### src/hw/dop_params.svh
// Purpose: offsets, field positions, reset values and timing counts of the output point
// Assumes: byte addresses on the plain register port, 32-bit data
// Notes:   included by bare name
`ifndef DOP_PARAMS_SVH
`define DOP_PARAMS_SVH

`define DOP_ADDR_W        8
`define DOP_OFF_CFG       8'h00
`define DOP_OFF_CODES     8'h04
`define DOP_OFF_PULSE     8'h08
`define DOP_OFF_MAXINT    8'h0c
`define DOP_OFF_CMD       8'h10
`define DOP_OFF_STATUS    8'h14
`define DOP_OFF_CRC       8'h18
`define DOP_OFF_LASTCHG   8'h1c
`define DOP_OFF_IRQ_STAT  8'h20
`define DOP_OFF_IRQ_MASK  8'h24

`define DOP_CFG_CHAN_LSB  0
`define DOP_CFG_CNT_LSB   8
`define DOP_CFG_POL_BIT   16
`define DOP_CFG_PRIO_LSB  20
`define DOP_CODE_DEACT_LSB 0
`define DOP_CODE_ACT_LSB  8
`define DOP_CODE_FB_LSB   16

`define DOP_CHAN_MIN      6'h01
`define DOP_CHAN_MAX      6'h20
`define DOP_CNT_MAX       4'h8
`define DOP_CODE_OFF      8'h00
`define DOP_CODE_ON       8'h01
`define DOP_RST_CHAN      6'h01
`define DOP_RST_CNT       4'h1

`define DOP_COND_OK       8'h00
`define DOP_COND_CHANGED  8'h03
`define DOP_COND_CRC_ERR  8'h04

`define DOP_IRQ_CHANGE    0
`define DOP_IRQ_PULSE_END 1
`define DOP_IRQ_FALLBACK  2
`define DOP_IRQ_REPORT    3

`define DOP_CLK_KHZ       125000
`define DOP_TICK_MS       100
`define DOP_TICK_CYCLES   (`DOP_CLK_KHZ * `DOP_TICK_MS)
`define DOP_TICKS_PER_SEC 4'ha

`endif

### src/hw/dop_pkg.sv
// Purpose: shared types of the output point
// Assumes: nothing
// Notes:   no constants here, see dop_params.svh
package dop_pkg;
  typedef enum logic [1:0] {DOP_PRIO_NO, DOP_PRIO_LOW, DOP_PRIO_HIGH} dop_prio_t;
endpackage

### src/hw/dop_if.sv
// Purpose: link between the controller and its pulse timer
// Assumes: one clock
// Notes:   ctrl drives load, stop, duration and tick
`timescale 1ns/100ps
`default_nettype none
interface dop_if;
  logic        tick;
  logic        load;
  logic        stop;
  logic [15:0] dur;
  logic        busy;
  logic        done;
  modport ctrl  (output tick, output load, output stop, output dur, input busy, input done);
  modport timer (input tick, input load, input stop, input dur, output busy, output done);
endinterface
`default_nettype wire

### src/hw/dop_ctrl.sv
// Purpose: controller for one digital output point
// Assumes: commands and watchdog come from logic on mclk_i
// Notes:   registers on a plain port, read data one cycle after the read strobe
//
// Local design decisions: the register offsets and the address-and-strobe port.
`timescale 1ns/100ps
`default_nettype none
`include "dop_params.svh"
module dop_ctrl #(
  parameter int TICK_CYCLES = `DOP_TICK_CYCLES
) (
  input  wire logic                   mclk_i,
  input  wire logic                   rst_i,
  input  wire logic [`DOP_ADDR_W-1:0] addr_i,
  input  wire logic [31:0]            wdata_i,
  input  wire logic                   wr_i,
  input  wire logic                   rd_i,
  output logic      [31:0]            rdata_o,
  input  wire logic                   cmd_valid_i,
  input  wire logic [7:0]             cmd_value_i,
  input  wire logic                   comm_watchdog_point_present_i,
  input  wire logic                   offline_i,
  input  wire logic                   cos_req_i,
  output logic                        rpt_valid_o,
  output logic                        rpt_high_o,
  output logic      [7:0]             rpt_value_o,
  output logic      [31:0]            chan_o,
  output logic                        irq_o
);
  function automatic logic [31:0] chan_mask(input logic [5:0] first, input logic [3:0] cnt);
    logic [31:0] m;
    m = (32'h0000_0001 << cnt) - 32'h0000_0001;
    return m << (first - 6'h01);
  endfunction

  dop_if pif ();
  dop_pulse u_pulse (.mclk_i(mclk_i), .rst_i(rst_i), .pif(pif));

  logic [5:0]           chan_r;
  logic [3:0]           cnt_r;
  logic                 pol_r;
  dop_pkg::dop_prio_t   prio_r;
  logic [7:0]           deact_r;
  logic [7:0]           act_r;
  logic [7:0]           fb_r;
  logic [15:0]          dur_r;
  logic [7:0]           maxint_r;
  logic [7:0]           value_r;
  logic [7:0]           value_nxt;
  logic                 on_r;
  logic                 on_nxt;
  logic                 cmd_go;
  logic                 offline_d_r;
  logic                 fb_go;
  logic [15:0]          crc;
  logic [15:0]          crc_ref_r;
  logic                 ref_set_r;
  logic                 cfg_chg_r;
  logic [7:0]           cond;
  logic [31:0]          sec_r;
  logic [31:0]          tick_cnt_r;
  logic [3:0]           tenth_r;
  logic                 tick_r;
  logic                 sec_go;
  logic [31:0]          last_chg_r;
  logic [7:0]           int_cnt_r;
  logic                 pend_r;
  logic                 low_slot_r;
  logic                 send_high;
  logic                 send_low;
  logic                 int_due;
  logic [3:0]           irq_stat_r;
  logic [3:0]           irq_mask_r;
  logic [3:0]           irq_ev;
  logic [7:0]           raw_bits;
  logic                 wr_cfg;
  logic                 wr_codes;
  logic                 wr_pulse;
  logic                 wr_maxint;
  logic                 wr_cmd;
  logic                 wr_crc;
  logic                 wr_istat;
  logic                 wr_imask;

  assign wr_cfg    = wr_i && addr_i == `DOP_OFF_CFG;
  assign wr_codes  = wr_i && addr_i == `DOP_OFF_CODES;
  assign wr_pulse  = wr_i && addr_i == `DOP_OFF_PULSE;
  assign wr_maxint = wr_i && addr_i == `DOP_OFF_MAXINT;
  assign wr_cmd    = wr_i && addr_i == `DOP_OFF_CMD;
  assign wr_crc    = wr_i && addr_i == `DOP_OFF_CRC;
  assign wr_istat  = wr_i && addr_i == `DOP_OFF_IRQ_STAT;
  assign wr_imask  = wr_i && addr_i == `DOP_OFF_IRQ_MASK;

  // configuration registers
  always_ff @(posedge mclk_i) begin
    if (rst_i) begin
      chan_r   <= `DOP_RST_CHAN;
      cnt_r    <= `DOP_RST_CNT;
      pol_r    <= 1'b0;
      prio_r   <= dop_pkg::DOP_PRIO_NO;
      deact_r  <= `DOP_CODE_OFF;
      act_r    <= `DOP_CODE_ON;
      fb_r     <= `DOP_CODE_OFF;
      dur_r    <= 16'h0000;
      maxint_r <= 8'h00;
    end else begin
      if (wr_cfg) begin
        if (wdata_i[`DOP_CFG_CHAN_LSB +: 6] >= `DOP_CHAN_MIN && wdata_i[`DOP_CFG_CHAN_LSB +: 6] <= `DOP_CHAN_MAX)
          chan_r <= wdata_i[`DOP_CFG_CHAN_LSB +: 6];
        if (wdata_i[`DOP_CFG_CNT_LSB +: 4] <= `DOP_CNT_MAX)
          cnt_r <= wdata_i[`DOP_CFG_CNT_LSB +: 4];
        pol_r <= wdata_i[`DOP_CFG_POL_BIT];
        if (wdata_i[`DOP_CFG_PRIO_LSB +: 2] != 2'h3)
          prio_r <= dop_pkg::dop_prio_t'(wdata_i[`DOP_CFG_PRIO_LSB +: 2]);
      end
      if (wr_codes) begin
        deact_r <= wdata_i[`DOP_CODE_DEACT_LSB +: 8];
        act_r   <= wdata_i[`DOP_CODE_ACT_LSB +: 8];
        fb_r    <= wdata_i[`DOP_CODE_FB_LSB +: 8];
      end
      if (wr_pulse) dur_r <= wdata_i[15:0];
      if (wr_maxint) maxint_r <= wdata_i[7:0];
    end
  end

  // command sources, highest first: fallback, register, command port, pulse end
  assign fb_go  = comm_watchdog_point_present_i && offline_i && !offline_d_r;
  assign cmd_go = fb_go || wr_cmd || cmd_valid_i || pif.done;

  always_comb begin
    value_nxt = value_r;
    if (fb_go) value_nxt = fb_r;
    else if (wr_cmd) value_nxt = wdata_i[7:0];
    else if (cmd_valid_i) value_nxt = cmd_value_i;
    else if (pif.done) value_nxt = deact_r;
    on_nxt = on_r;
    if (cmd_go && value_nxt == act_r) on_nxt = 1'b1;
    else if (cmd_go && value_nxt == deact_r) on_nxt = 1'b0;
  end

  always_ff @(posedge mclk_i) begin
    if (rst_i) begin
      value_r     <= `DOP_CODE_OFF;
      on_r        <= 1'b0;
      offline_d_r <= 1'b0;
    end else begin
      value_r     <= value_nxt;
      on_r        <= on_nxt;
      offline_d_r <= offline_i;
    end
  end

  assign pif.load = on_nxt && !on_r;
  assign pif.stop = !on_nxt && on_r;
  assign pif.dur  = dur_r;
  assign pif.tick = tick_r;

  // physical channels and read-back of the driven channel bits
  always_ff @(posedge mclk_i) begin
    if (rst_i) chan_o <= 32'h0000_0000;
    else chan_o <= chan_mask(chan_r, cnt_r) & {32{on_r ^ pol_r}};
  end

  assign raw_bits = 8'((chan_o >> (chan_r - 6'h01)) & ((32'h0000_0001 << cnt_r) - 32'h0000_0001));

  // 100 ms tick and seconds time base
  always_ff @(posedge mclk_i) begin
    if (rst_i) begin
      tick_cnt_r <= 32'h0000_0000;
      tick_r     <= 1'b0;
      tenth_r    <= 4'h0;
      sec_r      <= 32'h0000_0000;
    end else begin
      tick_r <= (tick_cnt_r == 32'(TICK_CYCLES - 1));
      if (tick_cnt_r == 32'(TICK_CYCLES - 1)) tick_cnt_r <= 32'h0000_0000;
      else tick_cnt_r <= tick_cnt_r + 32'h0000_0001;
      if (tick_r) begin
        if (tenth_r == `DOP_TICKS_PER_SEC - 4'h1) begin
          tenth_r <= 4'h0;
          sec_r   <= sec_r + 32'h0000_0001;
        end else begin
          tenth_r <= tenth_r + 4'h1;
        end
      end
    end
  end
  assign sec_go = tick_r && tenth_r == `DOP_TICKS_PER_SEC - 4'h1;

  always_ff @(posedge mclk_i) begin
    if (rst_i) last_chg_r <= 32'h0000_0000;
    else if (value_nxt != value_r) last_chg_r <= sec_r;
  end

  // change-of-state reporting
  assign int_due   = maxint_r != 8'h00 && prio_r != dop_pkg::DOP_PRIO_NO && int_cnt_r >= maxint_r;
  assign send_high = cos_req_i && pend_r && prio_r == dop_pkg::DOP_PRIO_HIGH;
  assign send_low  = low_slot_r && pend_r && prio_r == dop_pkg::DOP_PRIO_LOW;

  always_ff @(posedge mclk_i) begin
    if (rst_i) begin
      pend_r     <= 1'b0;
      low_slot_r <= 1'b0;
      int_cnt_r  <= 8'h00;
    end else begin
      low_slot_r <= cos_req_i;
      if (value_nxt != value_r && prio_r != dop_pkg::DOP_PRIO_NO) pend_r <= 1'b1;
      else if (int_due) pend_r <= 1'b1;
      else if (send_high || send_low || prio_r == dop_pkg::DOP_PRIO_NO) pend_r <= 1'b0;
      if (send_high || send_low || int_due) int_cnt_r <= 8'h00;
      else if (sec_go && int_cnt_r != 8'hff) int_cnt_r <= int_cnt_r + 8'h01;
    end
  end

  always_ff @(posedge mclk_i) begin
    if (rst_i) begin
      rpt_valid_o <= 1'b0;
      rpt_high_o  <= 1'b0;
      rpt_value_o <= 8'h00;
    end else begin
      rpt_valid_o <= send_high || send_low;
      rpt_high_o  <= send_high;
      rpt_value_o <= value_r;
    end
  end

  // configuration checksum and condition code
  dop_crc16 #(.NBYTES(8)) u_crc (
    .mclk_i (mclk_i),
    .rst_i  (rst_i),
    .data_i ({maxint_r, dur_r, fb_r, act_r, deact_r, 3'h0, prio_r, pol_r, cnt_r, chan_r}),
    .crc_o  (crc)
  );

  always_ff @(posedge mclk_i) begin
    if (rst_i) begin
      crc_ref_r <= 16'h0000;
      ref_set_r <= 1'b0;
      cfg_chg_r <= 1'b0;
    end else begin
      if (wr_crc) begin
        crc_ref_r <= wdata_i[15:0];
        ref_set_r <= 1'b1;
      end
      if (wr_cfg || wr_codes || wr_pulse || wr_maxint) cfg_chg_r <= 1'b1;
      else if (wr_crc) cfg_chg_r <= 1'b0;
    end
  end
  assign cond = (ref_set_r && crc_ref_r != crc) ? `DOP_COND_CRC_ERR :
                cfg_chg_r ? `DOP_COND_CHANGED : `DOP_COND_OK;

  // interrupts: set wins over write-one-clear
  assign irq_ev = {send_high || send_low, fb_go, pif.done, value_nxt != value_r};
  always_ff @(posedge mclk_i) begin
    if (rst_i) begin
      irq_stat_r <= 4'h0;
      irq_mask_r <= 4'h0;
      irq_o      <= 1'b0;
    end else begin
      irq_stat_r <= (irq_stat_r & ~(wr_istat ? wdata_i[3:0] : 4'h0)) | irq_ev;
      if (wr_imask) irq_mask_r <= wdata_i[3:0];
      irq_o <= |(irq_stat_r & irq_mask_r);
    end
  end

  // read port
  always_ff @(posedge mclk_i) begin
    if (rst_i) rdata_o <= 32'h0000_0000;
    else if (rd_i) begin
      if (addr_i == `DOP_OFF_CFG) rdata_o <= {10'h000, prio_r, 3'h0, pol_r, 4'h0, cnt_r, 2'h0, chan_r};
      else if (addr_i == `DOP_OFF_CODES) rdata_o <= {8'h00, fb_r, act_r, deact_r};
      else if (addr_i == `DOP_OFF_PULSE) rdata_o <= {16'h0000, dur_r};
      else if (addr_i == `DOP_OFF_MAXINT) rdata_o <= {24'h000000, maxint_r};
      else if (addr_i == `DOP_OFF_CMD) rdata_o <= {23'h000000, on_r, value_r};
      else if (addr_i == `DOP_OFF_STATUS) rdata_o <= {16'h0000, raw_bits, cond};
      else if (addr_i == `DOP_OFF_CRC) rdata_o <= {crc_ref_r, crc};
      else if (addr_i == `DOP_OFF_LASTCHG) rdata_o <= last_chg_r;
      else if (addr_i == `DOP_OFF_IRQ_STAT) rdata_o <= {28'h0000000, irq_stat_r};
      else if (addr_i == `DOP_OFF_IRQ_MASK) rdata_o <= {28'h0000000, irq_mask_r};
      else rdata_o <= 32'h0000_0000;
    end else rdata_o <= 32'h0000_0000;
  end

  // checks
  a_act_energise: assert property (@(posedge mclk_i) disable iff (rst_i)
    wr_cmd && wdata_i[7:0] == act_r && !fb_go |=>
    on_r ##1 chan_o == (chan_mask($past(chan_r), $past(cnt_r)) & {32{!$past(pol_r)}}))
    else $error("activate code did not energise");
  a_deact_off: assert property (@(posedge mclk_i) disable iff (rst_i)
    cmd_go && value_nxt == deact_r && value_nxt != act_r |=> !on_r)
    else $error("deactivate code left output on");
  a_no_cmd_hold: assert property (@(posedge mclk_i) disable iff (rst_i)
    !cmd_go |=> value_r == $past(value_r) && on_r == $past(on_r))
    else $error("output changed without a command");
  a_offline_fb: assert property (@(posedge mclk_i) disable iff (rst_i)
    comm_watchdog_point_present_i && offline_i && !offline_d_r |=> value_r == $past(fb_r))
    else $error("fallback value not applied");
  a_no_comm_watchdog_point: assert property (@(posedge mclk_i) disable iff (rst_i)
    !comm_watchdog_point_present_i && !wr_cmd && !cmd_valid_i && !pif.done |=> value_r == $past(value_r))
    else $error("offline changed value without watchdog");
  a_chan_window: assert property (@(posedge mclk_i) disable iff (rst_i)
    (chan_o & ~chan_mask($past(chan_r), $past(cnt_r))) == 32'h0000_0000)
    else $error("channel outside the assigned group driven");
  a_chan_legal: assert property (@(posedge mclk_i) disable iff (rst_i)
    chan_r >= `DOP_CHAN_MIN && chan_r <= `DOP_CHAN_MAX && cnt_r <= `DOP_CNT_MAX)
    else $error("channel setting out of range");
  a_pulse_end_off: assert property (@(posedge mclk_i) disable iff (rst_i)
    pif.done && !fb_go && !wr_cmd && !cmd_valid_i |=> !on_r && value_r == deact_r)
    else $error("pulse end did not de-activate");
  a_no_report: assert property (@(posedge mclk_i) disable iff (rst_i)
    prio_r == dop_pkg::DOP_PRIO_NO |=> !rpt_valid_o)
    else $error("report sent with priority No");
  a_high_first: assert property (@(posedge mclk_i) disable iff (rst_i)
    cos_req_i && pend_r && prio_r == dop_pkg::DOP_PRIO_HIGH |=> rpt_valid_o && rpt_high_o)
    else $error("high report not in first slot");
  a_low_second: assert property (@(posedge mclk_i) disable iff (rst_i)
    rpt_valid_o && !rpt_high_o |-> $past(cos_req_i, 2))
    else $error("low report outside second slot");
  a_interval_due: assert property (@(posedge mclk_i) disable iff (rst_i)
    int_due |=> pend_r && int_cnt_r == 8'h00)
    else $error("interval resend not raised");
  a_cond_code: assert property (@(posedge mclk_i) disable iff (rst_i)
    cond == `DOP_COND_OK || cond == `DOP_COND_CHANGED || cond == `DOP_COND_CRC_ERR)
    else $error("illegal condition code");
  a_last_change: assert property (@(posedge mclk_i) disable iff (rst_i)
    value_nxt != value_r |=> last_chg_r == $past(sec_r))
    else $error("change time not recorded");

  c_pulse_run: cover property (@(posedge mclk_i) disable iff (rst_i) pif.load ##[1:1000] pif.done);
  c_high_report: cover property (@(posedge mclk_i) disable iff (rst_i) rpt_valid_o && rpt_high_o);
  c_low_report: cover property (@(posedge mclk_i) disable iff (rst_i) rpt_valid_o && !rpt_high_o);
  c_fallback: cover property (@(posedge mclk_i) disable iff (rst_i) fb_go);
endmodule // dop_ctrl
`default_nettype wire

### src/hw/dop_pulse.sv
// Purpose: pulse timer counting tenths of a second
// Assumes: tick is a one-cycle pulse every 100 ms
// Notes:   done is a one-cycle pulse when the count runs out
`timescale 1ns/100ps
`default_nettype none
module dop_pulse (
  input  wire logic  mclk_i,
  input  wire logic  rst_i,
  dop_if.timer       pif
);
  logic [15:0] cnt_r;
  logic        busy_r;
  logic        done_r;

  assign pif.busy = busy_r;
  assign pif.done = done_r;

  // load, then one decrement per tick while active
  always_ff @(posedge mclk_i) begin
    if (rst_i || pif.stop) begin
      cnt_r  <= 16'h0000;
      busy_r <= 1'b0;
      done_r <= 1'b0;
    end else if (pif.load) begin
      cnt_r  <= pif.dur;
      busy_r <= (pif.dur != 16'h0000);
      done_r <= 1'b0;
    end else if (busy_r && pif.tick) begin
      cnt_r  <= cnt_r - 16'h0001;
      busy_r <= (cnt_r != 16'h0001);
      done_r <= (cnt_r == 16'h0001);
    end else begin
      done_r <= 1'b0;
    end
  end

  a_pulse_load_busy: assert property (@(posedge mclk_i) disable iff (rst_i)
    pif.load && !pif.stop && pif.dur != 16'h0000 |=> busy_r && cnt_r == $past(pif.dur))
    else $error("pulse timer did not load");
  a_pulse_tick_dec: assert property (@(posedge mclk_i) disable iff (rst_i)
    busy_r && pif.tick && !pif.load && !pif.stop |=> cnt_r == $past(cnt_r) - 16'h0001)
    else $error("pulse count not decremented on tick");
  a_pulse_hold: assert property (@(posedge mclk_i) disable iff (rst_i)
    busy_r && !pif.tick && !pif.load && !pif.stop |=> cnt_r == $past(cnt_r) && !done_r)
    else $error("pulse count moved without a tick");
endmodule // dop_pulse
`default_nettype wire

### src/hw/dop_crc16.sv
// Purpose: CRC-16 over the static configuration
// Assumes: reflected polynomial a001, initial value zero, low byte first
// Notes:   result registered one cycle after the configuration
`timescale 1ns/100ps
`default_nettype none
module dop_crc16 #(
  parameter int NBYTES = 8
) (
  input  wire logic                  mclk_i,
  input  wire logic                  rst_i,
  input  wire logic [NBYTES*8-1:0]   data_i,
  output logic      [15:0]           crc_o
);
  function automatic logic [15:0] crc_calc(input logic [NBYTES*8-1:0] d);
    logic [15:0] c;
    c = 16'h0000;
    for (int i = 0; i < NBYTES * 8; i++) begin
      if (c[0] ^ d[i]) c = (c >> 1) ^ 16'ha001;
      else c = c >> 1;
    end
    return c;
  endfunction

  // checksum over configuration
  always_ff @(posedge mclk_i) begin
    if (rst_i) crc_o <= 16'h0000;
    else crc_o <= crc_calc(data_i);
  end
endmodule // dop_crc16
`default_nettype wire

### config.mk
export PLATFORM = sky130hd
export DESIGN_NAME = dop_ctrl
export DESIGN_NICKNAME = d
export VERILOG_FILES = /design/src/hw/dop_pkg.sv /design/src/hw/dop_if.sv /design/src/hw/dop_ctrl.sv /design/src/hw/dop_pulse.sv /design/src/hw/dop_crc16.sv
export VERILOG_INCLUDE_DIRS = /design/src /design/src/hw
export SDC_FILE = /design/constraint.sdc
export NUM_CORES = 1
export LEC_CHECK = 0
export CAP_MARGIN = 10
export CORE_ASPECT_RATIO = 1.4
export CORE_MARGIN = 4
export CORE_UTILIZATION = 55
export DETAILED_ROUTE_END_ITERATION = 12
export DONT_BUFFER_PORTS = 1
export GPL_TIMING_DRIVEN = 0
export PLACE_DENSITY_LB_ADDON = 0.25
export SLEW_MARGIN = 20
export SYNTH_ARGS = -nofsm -noshare
export SYNTH_HDL_FRONTEND = slang
export SYNTH_SLANG_ARGS = --single-unit
### constraint.sdc
create_clock -name mclk_i -period 4.8 [get_ports mclk_i]
set_clock_uncertainty 0.15 [all_clocks]
set_input_delay 0.48 -clock mclk_i [delete_from_list [all_inputs] [get_ports mclk_i]]
set_output_delay 0.48 -clock mclk_i [all_outputs]
set_load 0.02 [all_outputs]
==> reports/metrics.yaml, run 1 <==
status: "complete, but fails checks"
violations: "negative setup slack"
dp_hpwl_um: 51400
final.setup.worst_slack_ns: -0.0202
cts_root_buf: "clkbuf_16"
slew_headroom_pct: 23.8
gp_congestion: 1.07
drc: 0
crit_type: "reg -> reg"
netlist_area_sq_um: 17500
port-buffer-count: 0
avgSynthCellArea_sq_um: 8.35
slew_viol_final: 0
grt_pass1_vias: 15700
setup_viol: 1
die_h_um: 219
fin_area_sq_um: 19300
hold_violations: 0
fillers: 2777
path_clk_slew_ns: 0.07
p_leak_uw: 0.00741
pwr_density_cell_nw_per_um2: 288
syn-num-nets: 2180
tightest_slew_ns: 1.13
start_kind: "flop"
final_cell_mix: "dfxtp_1, nor2_1, nand2_1"
cts_made_buffers: 31
netlist.area_leader.share_pct: 36.3
cts_tree: "yes"
fmax_mhz: 207
synth_top_area_cell: "dfxtp_1"
async_flop_share_pct: 0
die_w_um: 159
place_area_sq_um: 18000
antenna_found_initial: 8
start_util_pct: 56.2
critPathArrivalTime_ns: 5.16
seq_area_frac_synth_pct: 36.3
period_share_pct: 100
ant_nets: 0
fin_nets: 2234
core.rowCount: 76
drtPass1Iterations: 6
cp-end-kind: "flop"
final_common_cell: "dfxtp_1"
holdPathStages: 2
vias_per_cell: 6.30
cts_buffer_depth: 3
grt_max_degree: 16
grt_first_pass_wirelength_um: 99000
synthFlopType: "dfxtp_1"
min_path_type: "in -> reg"
insertion_delay_ns: 0.59
via_count: 16200
ys_ff_latch: 317
area_growth_pct: 10.7
dieArea_sq_um: 34700
rr_worst_depth: 11
dr.first_iter.drc_count: 1599
coreArea_sq_um: 31100
rsz0062_at_grt: "false"
yosysUniqueCellTypes: 73
clkSinkCount: 317
yosys_warnings: 0
worstPathMaxFanout: 10
io_pins: 131
wl_per_cell_um: 26.6
cap_violations: 0
drive_gt1_share_pct: 5.44
wl_um: 68400
ir_drop_uv: 352
fin_util_pct: 62.2
required_ns: 5.14
synth_edf_count: 0
grt-ovfl-total: 0
synthCells: 2092
htreeDepth: 1
yosys-top-cells-area: "dfxtp_1, mux2i_1, xnor2_1"
fin_crit_ns: 4.82
track_usage_pct: 38.4
-- area by class of cell --
type / count / area, sq um / area share, %
clock inverters: 14 / 198 / 1.02
inverters: 36 / 139 / 0.718
clock buffers: 43 / 891 / 4.61
plain buffers: 136 / 527 / 2.72
repair buffers: 23 / 230 / 1.19
diodes: 8 / 20.0 / 0.104
multi-input cells: 1601 / 10500 / 54.3
well taps: 390 / 488 / 2.52
flip-flops and latches: 317 / 6350 / 32.8
-- sequential cells by signal, summed over array words and instances, names as in the netlist, 16 cells and up --
name / flops
chan_o: 32
crc_ref_r: 16
dur_r: 16
last_chg_r: 32
rdata_o: 32
sec_r: 32
tick_cnt_r: 32
u_crc.crc_o: 16
u_pulse.cnt_r: 16
-- cells in the mapped netlist, drive strengths merged, types with 21 or more instances --
master,instances
nand2,222
nor2b,22
o21ai,89
a21oi,144
dfxtp,317
nand3,70
mux2i,150
nor2,300
a211oi,23
clkbuf,121
xor2,87
inv,36
xnor2,158
mux2,23
and3,21
ha,32
nor3,28
nor4,21
-- metrics by stage --
step           hold WS [ns]  TNS [ns]  std cells  setup slack [ns]  power [uW]
2_1_floorplan         0.276         0       2092             0.435        2900
3_3_place_gp          0.291    -23.74       2482             -1.17        2980
3_5_place_dp          0.315    -24.80       2482             -1.16        2980
4_1_cts              0.0542         0       2560            0.0370        5560
5_1_grt              0.0643         0       2561            0.0280        5700
6_report             0.0669   -0.0202       2568           -0.0202        5560
-- metal layers --
layer | up-vias | GRT usage [%] | routed length, um
met5 | - | 0 | 27
met4 | 4 | 33.5 | 7800
met3 | 375 | 12.4 | 6860
met2 | 934 | 63.4 | 31500
met1 | 7546 | 38.2 | 22200
li1 | 7323 | - | -
-- where the power goes --
| part | total [uW] | switching, uW | leakage (uW) | internal, uW |
|---|---|---|---|---|
| Combinational | 282 | 183 | 0.00432 | 98.9 |
| Sequential | 2680 | 31.1 | 0.00256 | 2650 |
| Clock | 2600 | 1080 | 0.000528 | 1510 |
| Total | 5560 | 1300 | 0.00741 | 4260 |
-- cells by family after synthesis --
family / share of synthesized area (%)
AO/OA/AOI/OAI: 12.1
XOR/XNOR: 13.3
adder cells (fa/ha/maj): 2.29
buffers and inverters: 3.76
flip-flops: 36.3
multiplexers: 12.0
AND/OR/NAND/NOR: 20.2
-- worst paths after layout --
kind / slack, ns / end / start
worst max-delay path: -0.02 / rdata_o[15]$_SDFF_PP0_ / chan_r[0]$_SDFFE_PP1P_
worst min-delay path: 0.07 / rpt_high_o$_SDFF_PP0_ / cos_req_i
worst max register to register: -0.02 / rdata_o[15]$_SDFF_PP0_ / chan_r[0]$_SDFFE_PP1P_
worst min register to register: 0.32 / tick_cnt_r[0]$_SDFF_PP0_ / tick_cnt_r[0]$_SDFF_PP0_
-- what timing repair did --
item | 4_1_cts | 5_1_grt
hold buffers | 23 | 0
endpoints found under the setup margin | 46 | 7
setup buffers | 0 | 0
hold endpoints to repair | 60 | 0
resized for setup | 9 | 10
cloned | 0 | 0
-- critical path, cell delays in order, from the launching register on --
cell and delay (ns):
dfxtp_2 0.51, clkinvlp_4 0.32, clkbuf_2 0.32, clkbuf_4 0.30, ha_4 0.21, xor2_1 0.75
clkbuf_1 0.59, buf_1 0.71, nand3_1 0.18, o211ai_1 0.16, o2111ai_1 0.22, a21oi_1 0.29
(Power assumes the default switching activity.)
==> run 2: changes to the inputs <==
--- a/config.mk
+++ b/config.mk
@@ -6,6 +6,7 @@
 export SDC_FILE = /design/constraint.sdc
 export NUM_CORES = 1
 export LEC_CHECK = 0
+export ABC_AREA = 1
 export CAP_MARGIN = 10
 export CORE_ASPECT_RATIO = 1.4
 export CORE_MARGIN = 4
==> run 2 against run 1 <==
Sequential share of layout area down 3.0 points. Flip-flop and latch count unchanged. Register-to-register slack worse by 0.50 ns. Combinational power rose to 3.1 times the previous value. First-iteration DRC count up 20%. Wire length up 16%. Cell area up 10%. The run still ends with negative setup slack left. Global-route usage up 2.7 points. Critical endpoint is now u_crc.crc_o[0]$_SDFF_PP0_. Core utilization up 3.1 points. Total power up 15%. Sequential power up 3%.
==> reports/metrics.yaml, run 2 <==
yosys_warnings: 0  # unchanged
grt-ovfl-total: 0  # unchanged
cp_num_buf_inv: 4  # -1
critPathArrivalTime_ns: 5.61  # +0.45 ns
final_common_cell: "nand2_1"
dr.first_iter.drc_count: 1913  # +20%
cts_root_buf: "clkbuf_16"
vias_per_cell: 6.16  # -2.2%
required_ns: 5.10  # -0.04 ns
antenna_found_initial: 2  # -6
via_count: 20100  # +24%
pwr_density_cell_nw_per_um2: 301  # +4.8%
drc: 0  # unchanged
coreArea_sq_um: 32600  # +4.8%
insertion_delay_ns: 0.55  # -0.04 ns
netlist_area_sq_um: 18300  # +4.6%
final.setup.worst_slack_ns: -0.516  # -0.496 ns
rsz0062_at_grt: "true"
yosys-top-cells-area: "dfxtp_1, nand2_1, o21ai_0"
port-buffer-count: 0  # unchanged
io_pins: 131  # unchanged
htreeDepth: 2  # +1
dp_hpwl_um: 60100  # +17%
violations: "negative setup slack"
synth_top_family_by_area: "simple AND/OR/NAND/NOR gates"
grt_pass1_vias: 19200  # +22%
worstPathMaxFanout: 6  # -4
yosysUniqueCellTypes: 56  # -23%
total_power_uw: 6410  # +15%
cpPeakStageDelay_ns: 0.69  # -0.06 ns
p_leak_uw: 0.00846  # +14%
fin_area_sq_um: 21300  # +10%
tightest_slew_ns: 1.15  # +0.0241 ns
status: "complete, but fails checks"
start_util_pct: 56.1  # -0.10 points
yosys-top-cells-count: "nand2_1, inv_1, o21ai_0, dfxtp_1, nor2_1"
ir_drop_uv: 366  # +3.9%
ys_ff_latch: 317  # unchanged
synth_compound_area_share_pct: 20.9  # +8.8 points
dieArea_sq_um: 36300  # +4.4%
wl_per_cell_um: 24.4  # -8.5%
period_share_pct: 111  # +10 points
area_growth_pct: 16.4
hold_violations: 0  # unchanged
grt_max_degree: 15  # -1
cp_common_cell: "nand2_2"
synth_top_area_cell: "dfxtp_1"
cts_made_buffers: 34  # +9.7%
gp_congestion: 1.09  # +1.8%
fin_crit_ns: 5.32  # +0.496 ns
cts_buffer_depth: 3  # unchanged
min_path_type: "in -> reg"
async_flop_share_pct: 0  # unchanged
synthSimpleGateAreaFrac_pct: 24.6  # +4.4 points
die_w_um: 162  # +2.2%
drtPass1Iterations: 6  # unchanged
critPathSlowestCell: "xor2_1"
synthFlopType: "dfxtp_1"
synth_edf_count: 0  # unchanged
setup_viol: 4  # +3
core.rowCount: 78  # +2.6%
path_clk_slew_ns: 0.06  # about the same
synth_fa_ha_area_share_pct: 2.19  # -0.10 points
syn-num-nets: 2799  # +28%
die_h_um: 224  # +2.2%
drive_gt1_share_pct: 8.74  # +3.3 points
crit_type: "reg -> reg"
cts_tree: "yes"
synth.area.mux_share_pct: 0.712  # -11 points
final_cell_mix: "nand2_1, inv_1, o21ai_0"
fillers: 2938  # +5.8%
path_delay_family: "simple AND/OR/NAND/NOR gates"
avgSynthCellArea_sq_um: 6.74  # -19%
synthXorXnorAreaFrac_pct: 6.90  # -6.4 points
grt_first_pass_wirelength_um: 113000  # +14%
place_area_sq_um: 18800  # +4.9%
yosysMostFrequentCell: "nand2_1"
ant_nets: 0  # unchanged
slew_viol_final: 0  # unchanged
clkSinkCount: 317  # unchanged
start_kind: "flop"
cp-end-kind: "flop"
track_usage_pct: 41.1  # +2.7 points
wl_um: 79400  # +16%
slew_headroom_pct: 23.2  # -0.58 points
fmax_mhz: 188  # -9.3%
synthCells: 2711  # +30%
netlist.area_leader.share_pct: 34.7  # -1.6 points
fin_nets: 2878  # +29%
cap_violations: 0  # unchanged
seq_area_frac_synth_pct: 34.7  # -1.6 points
## run 2: cell count changes after synthesis, moves of 49 or more
cell,before,now
inv_1,36,358
mux2i_1,147,13
a21oi_1,144,193
nand2_1,221,528
o21ai_0,79,321
xnor2_1,158,28
## run 2: layer usage
layer	GRT usage, %	wire length (um)	vias to the layer above
li1	-	-	9134
met1	39.4	24800	9179
met2	70.6	37400	1246
met3	8.95	6670	504
met4	41.6	10500	0
met5	0	0	-
## run 2: power breakdown
part / switching [uW] / leakage, uW / internal (uW) / total (uW)
combinational: 565 / 0.00533 / 307 / 872
sequential: 88.9 / 0.00256 / 2680 / 2770
clock: 1150 / 0.000567 / 1620 / 2770
total: 1800 / 0.00846 / 4610 / 6410
## run 2: final timing paths
kind / startpoint / slack [ns] / depth (start not counted) / end
worst min-delay path: wdata_i[20] / 0.007 / 2 / fb_r[4]$_SDFFE_PP0P_
worst min register to register: tick_cnt_r[0]$_SDFF_PP0_ / 0.30 / 1 / tick_cnt_r[0]$_SDFF_PP0_
worst max register to register: chan_r[2]$_SDFFE_PP0P_ / -0.52 / 33 / u_crc.crc_o[0]$_SDFF_PP0_
worst max-delay path: chan_r[2]$_SDFFE_PP0P_ / -0.52 / 33 / u_crc.crc_o[0]$_SDFF_PP0_
## run 2: metrics by stage
step | hold slack, ns | instances | setup WS, ns | utilization [%] | setup TNS [ns]
after CTS | 0.00398 | 3251 | -0.301 | 63.3 | -0.704
after detailed placement | 0.291 | 3151 | -1.07 | 57.8 | -12.52
after global placement | 0.276 | 3151 | -0.903 | 57.8 | -10.18
after floorplan | 0.268 | 2711 | 0.0657 | - | 0
after global routing | 0.0185 | 3256 | -0.678 | 65.2 | -2.11
final | 0.00655 | 3257 | -0.516 | 65.3 | -1.34
## run 2: final cells by class
type                            instances  area, sq um  area share, %
Multi-Input combinational cell       1917        10900           51.4
Timing Repair Buffer                   46          407           1.91
Antenna cell                            2         5.00         0.0235
Inverter                              369         1400           6.58
Tap cell                              440          551           2.59
Sequential cell                       317         6350           29.9
Buffer                                105          463           2.18
Clock buffer                           49          998           4.69
Clock inverter                         12          170          0.800
## run 2: cells by family (layout without fill, tap and decap cells)
logic type / count (synthesis) / in the layout
other: 0 / 2
muxes: 13 / 13
xor gates and xnor gates: 138 / 138
DFF: 317 / 317
AOI/OAI and AO/OA: 679 / 679
and+or+nand+nor: 1055 / 1055
adders and majority gates: 32 / 32
buffers and inverters: 477 / 581
## run 2: worst reg2reg max path: cells and delay by family, from the launching register on
family        cells  cell delay (ns)
xor+xnor          3             1.18
fa+ha+maj         1             0.30
buf+inv           4             0.63
flops             1             0.30
simple gates     25             2.68
## run 2: what timing repair did
item	in CTS	in global routing
setup endpoints to repair	12	37
hold buffers	23	0
buffers inserted	16	7
pin swaps	33	53
resized for setup	65	118
endpoints found under the hold margin	36	0
